**config.mk**
```make
export PLATFORM = sky130hd
export DESIGN_NAME = scratch_handshake
export DESIGN_NICKNAME = d
export VERILOG_FILES = /design/src/scratch_handshake_pkg.sv /design/src/scratch_handshake.sv
export SDC_FILE = /design/constraint.sdc
export NUM_CORES = 1
export LEC_CHECK = 0
export BUFFER_PORTS_ARGS = -buffer_cell sky130_fd_sc_hd__clkbuf_2
export CORE_UTILIZATION = 35
export DETAILED_ROUTE_END_ITERATION = 10
export GPL_ROUTABILITY_DRIVEN = 0
export PLACE_DENSITY_LB_ADDON = 0.12
export RECOVER_POWER = 100
export SYNTH_ARGS = -nofsm -noshare
export SYNTH_HDL_FRONTEND = slang
export SYNTH_SLANG_ARGS = --single-unit
```
**constraint.sdc**
```tcl
create_clock -name I_MCLK -period 0.95 [get_ports I_MCLK]
set_input_delay 0.1425 -clock I_MCLK [delete_from_list [all_inputs] [get_ports I_MCLK]]
set_output_delay 0.1425 -clock I_MCLK [all_outputs]
set_load 0.02 [all_outputs]
```
**src/scratch_handshake_pkg.sv**
```systemverilog
/*
 * Constants for the dual-port scratch and handshake mailbox.
 * Assumes both register ports are synchronous to I_MCLK.
 */
`default_nettype none
package scratch_handshake_pkg;
    localparam logic [2:0] MODEM_CR1_ADDR = 3'h1;
    localparam logic [2:0] MODEM_CR2_ADDR = 3'h2;
    localparam logic [2:0] MODEM_SCRATCH_ADDR = 3'h6;
    localparam logic [2:0] MODEM_HANDSHAKE_ADDR = 3'h7;
    localparam logic [3:0] HOST_SCRATCH_ADDR = 4'he;
    localparam logic [3:0] HOST_HANDSHAKE_ADDR = 4'hf;
    localparam logic [7:0] SCRATCH_RESET = 8'h00;
    localparam logic [3:0] STATUS_RESET = 4'h0;
    localparam logic [1:0] PATTERN_RESET = 2'h0;
    localparam int STATUS_LSB = 0;
    localparam int DTR_BIT = 4;
    localparam int RTS_BIT = 5;
    localparam int UART_TX_BIT_CLOCK_BIT = 7;
    localparam int PATTERN_LSB = 6;
    localparam logic [1:0] PAT_DATA = 2'h0;
    localparam logic [1:0] PAT_ALT = 2'h1;
    localparam logic [1:0] PAT_MARK = 2'h2;
    localparam logic [1:0] PAT_SPACE = 2'h3;
endpackage
`default_nettype wire

```
**src/scratch_handshake.sv**
```systemverilog
/*
 * Dual-port scratch register and handshake mirror between the modem
 * microprocessor port and the host UART port, plus the transmit pattern
 * generator timed to the UART bit clock.
 * Assumes all inputs are synchronous to I_MCLK; the UART core supplies
 * its bit clock, DTR/RTS bits and serial data as plain levels.
 */
`default_nettype none
module scratch_handshake (
    input wire logic I_MCLK,
    input wire logic I_RESET_N,
    input wire logic I_PORT_MODE_STRAP,
    input wire logic [2:0] I_MODEM_PORT_ADDR,
    input wire logic I_MODEM_WR,
    input wire logic [7:0] I_MODEM_WDATA,
    output logic [7:0] O_MODEM_RDATA,
    input wire logic [3:0] I_HOST_PORT_ADDR,
    input wire logic I_HOST_WR,
    input wire logic [7:0] I_HOST_WDATA,
    output logic [7:0] O_HOST_RDATA,
    input wire logic [3:0] I_STATUS_PINS,
    output logic [3:0] O_HOST_LINE_STATUS,
    input wire logic I_HOST_DTR,
    input wire logic I_HOST_RTS,
    input wire logic I_UART_TX_BIT_CLOCK,
    input wire logic I_UART_TXD,
    output logic O_SERIAL_TXD
);
    import scratch_handshake_pkg::*;

    typedef struct packed {
        logic [7:0] scratch;
        logic [3:0] status;
        logic [1:0] pattern;
        logic clk_prev;
        logic alt;
        logic txd;
    } state_t;

    state_t q, d;
    logic [7:0] handshake_mirror_reg;
    logic clk_fall;
    logic next_bit;

    // Composite handshake view shared by both ports
    always_comb begin
        handshake_mirror_reg = 8'h00;
        handshake_mirror_reg[STATUS_LSB +: 4] = q.status;
        handshake_mirror_reg[DTR_BIT] = I_HOST_DTR;
        handshake_mirror_reg[RTS_BIT] = I_HOST_RTS;
        handshake_mirror_reg[UART_TX_BIT_CLOCK_BIT] = I_UART_TX_BIT_CLOCK;
    end

    // Falling edge of the UART bit clock, seen one system clock late.
    // The edge register resets low, so the release of reset never fakes a fall
    // while the bit clock idles high.
    assign clk_fall = q.clk_prev & ~I_UART_TX_BIT_CLOCK;

    // Pattern selection; alternating toggles once per bit
    always_comb begin
        unique case (q.pattern)
            PAT_DATA: next_bit = I_UART_TXD;
            PAT_ALT: next_bit = ~q.alt;
            PAT_MARK: next_bit = 1'b1;
            PAT_SPACE: next_bit = 1'b0;
        endcase
    end

    // Next state; modem write applied last so it wins a scratch collision
    always_comb begin
        d = q;
        d.clk_prev = I_UART_TX_BIT_CLOCK;
        if (I_HOST_WR && I_HOST_PORT_ADDR == HOST_SCRATCH_ADDR) begin
            d.scratch = I_HOST_WDATA;
        end
        if (I_MODEM_WR) begin
            unique case (I_MODEM_PORT_ADDR)
                MODEM_SCRATCH_ADDR: d.scratch = I_MODEM_WDATA;
                MODEM_HANDSHAKE_ADDR: d.status = I_MODEM_WDATA[STATUS_LSB +: 4];
                MODEM_CR1_ADDR: d.pattern = I_MODEM_WDATA[PATTERN_LSB +: 2];
                MODEM_CR2_ADDR: d = d;
                default: d = d;
            endcase
        end
        // Serial output only moves on the falling bit clock edge
        if (clk_fall) begin
            d.txd = next_bit;
            d.alt = next_bit;
        end
    end

    // State register; alt starts equal to txd so the first alternating bit really toggles
    // and the output idles at mark until the first falling bit clock edge.
    always_ff @(posedge I_MCLK or negedge I_RESET_N) begin
        if (!I_RESET_N) begin
            q <= '{scratch: SCRATCH_RESET, status: STATUS_RESET, pattern: PATTERN_RESET,
                   clk_prev: 1'b0, alt: 1'b1, txd: 1'b1};
        end else begin
            q <= d;
        end
    end

    // Strap high means dual-port: mailbox bits feed the host status
    assign O_HOST_LINE_STATUS = I_PORT_MODE_STRAP ? q.status : I_STATUS_PINS;
    assign O_SERIAL_TXD = q.txd;

    // Combinational read mux; only the mapped addresses return data
    always_comb begin
        O_MODEM_RDATA = 8'h00;
        if (I_MODEM_PORT_ADDR == MODEM_SCRATCH_ADDR) O_MODEM_RDATA = q.scratch;
        if (I_MODEM_PORT_ADDR == MODEM_HANDSHAKE_ADDR) O_MODEM_RDATA = handshake_mirror_reg;
        if (I_MODEM_PORT_ADDR == MODEM_CR1_ADDR) O_MODEM_RDATA = {q.pattern, 6'h00};
        O_HOST_RDATA = 8'h00;
        if (I_HOST_PORT_ADDR == HOST_SCRATCH_ADDR) O_HOST_RDATA = q.scratch;
        if (I_HOST_PORT_ADDR == HOST_HANDSHAKE_ADDR) O_HOST_RDATA = handshake_mirror_reg;
    end

    // Checks on the register ports and the serial pattern path.
    // Each property on a write or a bit clock edge looks at what the block drives one clock after the
    // event that should cause it, so a broken decode or a lost write shows.
    // Reads are combinational, so read-side checks compare in the same cycle.
    // The bit clock is taken as a level; its edges are found by clk_fall only.
    // Limitation: a bit clock faster than half the system clock would be missed.
    scratch_prio_a: assert property (@(posedge I_MCLK) disable iff (!I_RESET_N)
        (I_MODEM_WR && I_MODEM_PORT_ADDR == MODEM_SCRATCH_ADDR) |=> q.scratch == $past(I_MODEM_WDATA))
        else $error("modem scratch write lost");
    host_scratch_a: assert property (@(posedge I_MCLK) disable iff (!I_RESET_N)
        (I_HOST_WR && I_HOST_PORT_ADDR == HOST_SCRATCH_ADDR && !(I_MODEM_WR && I_MODEM_PORT_ADDR == MODEM_SCRATCH_ADDR))
        |=> O_HOST_RDATA == $past(I_HOST_WDATA) || I_HOST_PORT_ADDR != HOST_SCRATCH_ADDR)
        else $error("host scratch write lost");
    status_dual_a: assert property (@(posedge I_MCLK) disable iff (!I_RESET_N)
        (I_MODEM_WR && I_MODEM_PORT_ADDR == MODEM_HANDSHAKE_ADDR) ##1 I_PORT_MODE_STRAP
        |-> O_HOST_LINE_STATUS == $past(I_MODEM_WDATA[3:0]))
        else $error("dual-port status mismatch");
    status_single_a: assert property (@(posedge I_MCLK) disable iff (!I_RESET_N)
        !I_PORT_MODE_STRAP |-> O_HOST_LINE_STATUS == I_STATUS_PINS)
        else $error("single-port status mismatch");
    mirror_bits_a: assert property (@(posedge I_MCLK) disable iff (!I_RESET_N)
        (I_MODEM_PORT_ADDR == MODEM_HANDSHAKE_ADDR) |-> O_MODEM_RDATA[5:4] == {I_HOST_RTS, I_HOST_DTR})
        else $error("DTR/RTS mirror wrong");
    uart_tx_bit_clock_bit_a: assert property (@(posedge I_MCLK) disable iff (!I_RESET_N)
        (I_HOST_PORT_ADDR == HOST_HANDSHAKE_ADDR) |-> O_HOST_RDATA[7] == I_UART_TX_BIT_CLOCK)
        else $error("bit clock not mirrored");
    txd_edge_a: assert property (@(posedge I_MCLK) disable iff (!I_RESET_N)
        !$stable(O_SERIAL_TXD) |-> $past(clk_fall))
        else $error("serial data moved off falling edge");
    pattern_mark_a: assert property (@(posedge I_MCLK) disable iff (!I_RESET_N)
        (clk_fall && q.pattern == PAT_MARK) |=> O_SERIAL_TXD)
        else $error("mark pattern not sent");
    bit6_zero_a: assert property (@(posedge I_MCLK) disable iff (!I_RESET_N)
        (I_MODEM_PORT_ADDR == MODEM_HANDSHAKE_ADDR) |-> !O_MODEM_RDATA[6])
        else $error("handshake bit 6 not zero");

    // Reserved control register must not disturb the pattern or status field
    cr2_ignored_a: assert property (@(posedge I_MCLK) disable iff (!I_RESET_N)
        (I_MODEM_WR && I_MODEM_PORT_ADDR == MODEM_CR2_ADDR)
        |=> q.pattern == $past(q.pattern) && q.status == $past(q.status))
        else $error("reserved register write took effect");

    // Host side may only read the handshake register
    host_hs_ro_a: assert property (@(posedge I_MCLK) disable iff (!I_RESET_N)
        (I_HOST_WR && I_HOST_PORT_ADDR == HOST_HANDSHAKE_ADDR && !I_MODEM_WR)
        |=> q.status == $past(q.status))
        else $error("host wrote handshake status");

    // Modem scratch write is visible on the host port next cycle
    scratch_both_a: assert property (@(posedge I_MCLK) disable iff (!I_RESET_N)
        (I_MODEM_WR && I_MODEM_PORT_ADDR == MODEM_SCRATCH_ADDR)
        |=> (I_HOST_PORT_ADDR != HOST_SCRATCH_ADDR || O_HOST_RDATA == $past(I_MODEM_WDATA)))
        else $error("scratch not shared with host");

    // Pattern field reads back as written
    cr1_read_a: assert property (@(posedge I_MCLK) disable iff (!I_RESET_N)
        (I_MODEM_WR && I_MODEM_PORT_ADDR == MODEM_CR1_ADDR)
        |=> (I_MODEM_PORT_ADDR != MODEM_CR1_ADDR || O_MODEM_RDATA[7:6] == $past(I_MODEM_WDATA[7:6])))
        else $error("pattern field readback wrong");

    // Host view of the DTR and RTS copies
    host_mirror_a: assert property (@(posedge I_MCLK) disable iff (!I_RESET_N)
        (I_HOST_PORT_ADDR == HOST_HANDSHAKE_ADDR)
        |-> O_HOST_RDATA[5:4] == {I_HOST_RTS, I_HOST_DTR})
        else $error("host DTR/RTS mirror wrong");

    // Modem view of the bit clock
    modem_uart_tx_bit_clock_a: assert property (@(posedge I_MCLK) disable iff (!I_RESET_N)
        (I_MODEM_PORT_ADDR == MODEM_HANDSHAKE_ADDR)
        |-> O_MODEM_RDATA[7] == I_UART_TX_BIT_CLOCK)
        else $error("modem bit clock not mirrored");

    // Unused bit also reads zero on the host side
    host_bit6_a: assert property (@(posedge I_MCLK) disable iff (!I_RESET_N)
        (I_HOST_PORT_ADDR == HOST_HANDSHAKE_ADDR)
        |-> !O_HOST_RDATA[6])
        else $error("host handshake bit 6 not zero");

    // Output holds between falling bit clock edges
    txd_hold_a: assert property (@(posedge I_MCLK) disable iff (!I_RESET_N)
        !clk_fall
        |=> $stable(O_SERIAL_TXD))
        else $error("serial data moved without edge");

    // Constant space pattern
    pattern_space_a: assert property (@(posedge I_MCLK) disable iff (!I_RESET_N)
        (clk_fall && q.pattern == PAT_SPACE)
        |=> !O_SERIAL_TXD)
        else $error("space pattern not sent");

    // Alternating pattern flips at every falling bit clock edge
    pattern_alt_a: assert property (@(posedge I_MCLK) disable iff (!I_RESET_N)
        (clk_fall && q.pattern == PAT_ALT)
        |=> O_SERIAL_TXD != $past(O_SERIAL_TXD))
        else $error("alternating pattern did not flip");

    // Normal mode passes the UART data taken at the edge
    pattern_data_a: assert property (@(posedge I_MCLK) disable iff (!I_RESET_N)
        (clk_fall && q.pattern == PAT_DATA)
        |=> O_SERIAL_TXD == $past(I_UART_TXD))
        else $error("normal data not passed");
endmodule
`default_nettype wire

```
==> flow_summary.json <==
{
  "critPathMaxStageDelay_ps": 410,
  "fin_ws_ps": -390,
  "die_y_um": 57.8,
  "finalSetupViolations": 22,
  "fp.dieW_um": 57.8,
  "violations": "design-rule violations, negative setup slack",
  "cts_root_buf": "clkbuf_4",
  "hold_viol": 0,
  "max-vdd-ir-drop_mv": 0.666,
  "ant_nets": 0,
  "synthesis.area_um2": 1090,
  "cp.required_ps": 810,
  "syn_area_per_cell_um2": 9.33,
  "p_seq_share_pct": 43.8,
  "cts_made_buffers": 3,
  "dp.cells": 208,
  "power_density_nw_per_um2": 1400,
  "timing.slew.headroom_pct": 69.4,
  "crit_type": "flop to output pin",
  "grt_antenna_before_repair": 0,
  "synth.net_count": 153,
  "dp.final_hpwl_um": 2210,
  "ys_seq_area_share_pct": 36.8,
  "dieArea_um2": 3340,
  "hold_path_class": "input pin to flop",
  "design.portCount": 57,
  "h-tree-depth": 1,
  "mostFrequentLayoutCells": "38 x clkbuf_2, 22 x nor2_1, 15 x dfrtp_1",
  "finalCritPeriodShare_pct": 141,
  "drc": 7,
  "area_delta_synth_final_pct": 47.8,
  "cp_top_family": "flip-flops",
  "ys_seq_elements": 16,
  "finalSetupTns_ps": -5820,
  "tightest_slew_ps": 459,
  "grt_pass1_wl_um": 4820,
  "nets": 223,
  "drtPass1Iterations": 7,
  "cts_tree": "yes",
  "cp_num_buf_inv": 1,
  "numClockSinks": 16,
  "vias": 1104,
  "grt_pass1_vias": 1060,
  "wl_per_cell_um": 13.9,
  "cts.path.max_buffers": 2,
  "pwr-share-comb_pct": 39.6,
  "insertion_delay_ps": 280,
  "arrival_ps": 1200,
  "final_cells": 217,
  "worstPathMaxFanout": 3,
  "p_int_mw": 1.49,
  "final_common_cell": "clkbuf_2",
  "rows": 19,
  "critPathLaunchType": "flop",
  "clk_pin_slew_ps": 90,
  "crit_chain": "nor3b_2, a31o_2, buf_6",
  "max_cap_viol_count": 0,
  "clock_skew_ps": 0.158,
  "p_switching_mw": 0.771,
  "fill_cells": 271,
  "drt_iter0_markers": 47,
  "synth_cells": 117,
  "fmax_ghz": 0.746,
  "p_leak_nw": 0.860,
  "status": "complete, but fails checks",
  "pwr-share-clk_pct": 16.6,
  "gr-total-overflow": 0,
  "wirelength_um": 3020,
  "portBuffers": 56,
  "switching_share_pct": 34.1,
  "rsz0062_at_grt": "yes",
  "track_usage_pct": 18.7,
  "yosysUniqueCellTypes": 25,
  "grt_max_degree": 25,
  "start_util_pct": 38.2,
  "largest_reg_flops": 12,
  "yosys_warnings": 0,
  "via_per_inst": 5.09,
  "critPathCaptureType": "output pin",
  "diodes": 0,
  "core-area_um2": 2850,
  "drive_gt1_share_pct": 51.6,
  "maxSlewViolCount": 0,
  "cp_slowest_cell": "dfrtp_1",
  "period_minus_slack_ps": 1340
}
-- metrics by stage --
step | total power [mW] | instance area, um^2 | utilization, % | setup WS, ps | hold WS [ps]
after floorplan | 1.40 | 1100 | - | -0.593 | -153
after global placement | 1.67 | 1470 | 51.6 | -140 | 88.0
after detailed placement | 1.69 | 1470 | 51.6 | -169 | 95.3
after CTS | 2.16 | 1560 | 54.7 | -389 | 71.2
after global routing | 2.41 | 1610 | 56.5 | -443 | 91.8
final | 2.26 | 1610 | 56.5 | -390 | 96.5
-- cell type report --
class	count	area, um^2	area share, %
Timing Repair Buffer	71	464	28.8
Tap cell	31	38.8	2.40
Sequential cell	16	402	24.9
Clock buffer	4	26.3	1.63
Multi-Input combinational cell	87	652	40.4
Inverter	8	30.0	1.86
-- cells by family (layout without fill, tap and decap cells) --
kind of cell	after synthesis	count (layout)	synth area share, %
buffers and inverters	14	83	6.77
multiplexers	24	24	23.2
AND/OR/NAND/NOR	34	34	15.9
AO/OA/AOI/OAI	29	29	17.3
flip-flops	16	16	36.8
-- power groups by stage --
stage | logic, mW | registers [mW] | clock network, mW
floorplan | 0.457 | 0.945 | 0
global placement | 0.697 | 0.977 | 0
detailed placement | 0.710 | 0.984 | 0
CTS | 0.795 | 0.966 | 0.403
global route | 0.974 | 1.01 | 0.428
finish | 0.894 | 0.990 | 0.375
-- cell usage after synthesis, drive strengths merged --
cell type  instances  area share, %
inv                8            2.8
clkbuf             1           0.34
o31ai              1           0.69
a21oi              9            4.1
buf                5            3.7
a31o               1           0.80
mux2              10             10
nand4b             1            1.4
nand2              2           0.69
nor2              22            7.6
and3               2            1.1
dfstp              1            2.4
o21ai             10            4.6
o31a               8            7.1
nand4              1           0.57
nor3b              2            1.4
mux2i             14             13
nand2b             2            1.8
dfrtp             15             34
nand3              2            1.4
-- worst register-to-register path: stages, from the launching register on --
cell	delay (ps)
dfrtp_1	380
clkbuf_2	150
o21ai_4	140
o31ai_2	90
o21ai_1	150
-- repair_timing --
action / in CTS / in global routing
pin swaps: 1 / 2
hold endpoints to repair: 15 / 0
hold buffers: 1 / 0
resized for setup: 10 / 38
buffers inserted: 2 / 2
gates cloned: 0 / 0
endpoints found under the setup margin: 21 / 23
-- routing by layer --
metal	wire (um)	GRT usage (%)
met5	0	0
met3	197	2.68
met4	44	7.14
met1	1460	26.6
met2	1320	28.9
-- path summary, 6_finish.rpt --
path                       slack, ps                start  cells past startpoint                to
hold reg to reg                  510                 q[2]                      2              q[1]
min in group asynchronous        320            I_RESET_N                      2             q[11]
setup / recovery                -390                q[15]                      3  O_MODEM_RDATA[6]
setup reg to reg                 -20                 q[4]                      4              q[1]
max in group asynchronous        300            I_RESET_N                      2              q[1]
hold / removal                   100  I_UART_TX_BIT_CLOCK                      2              q[2]
No activity file was read; power rests on OpenSTA's default activity.
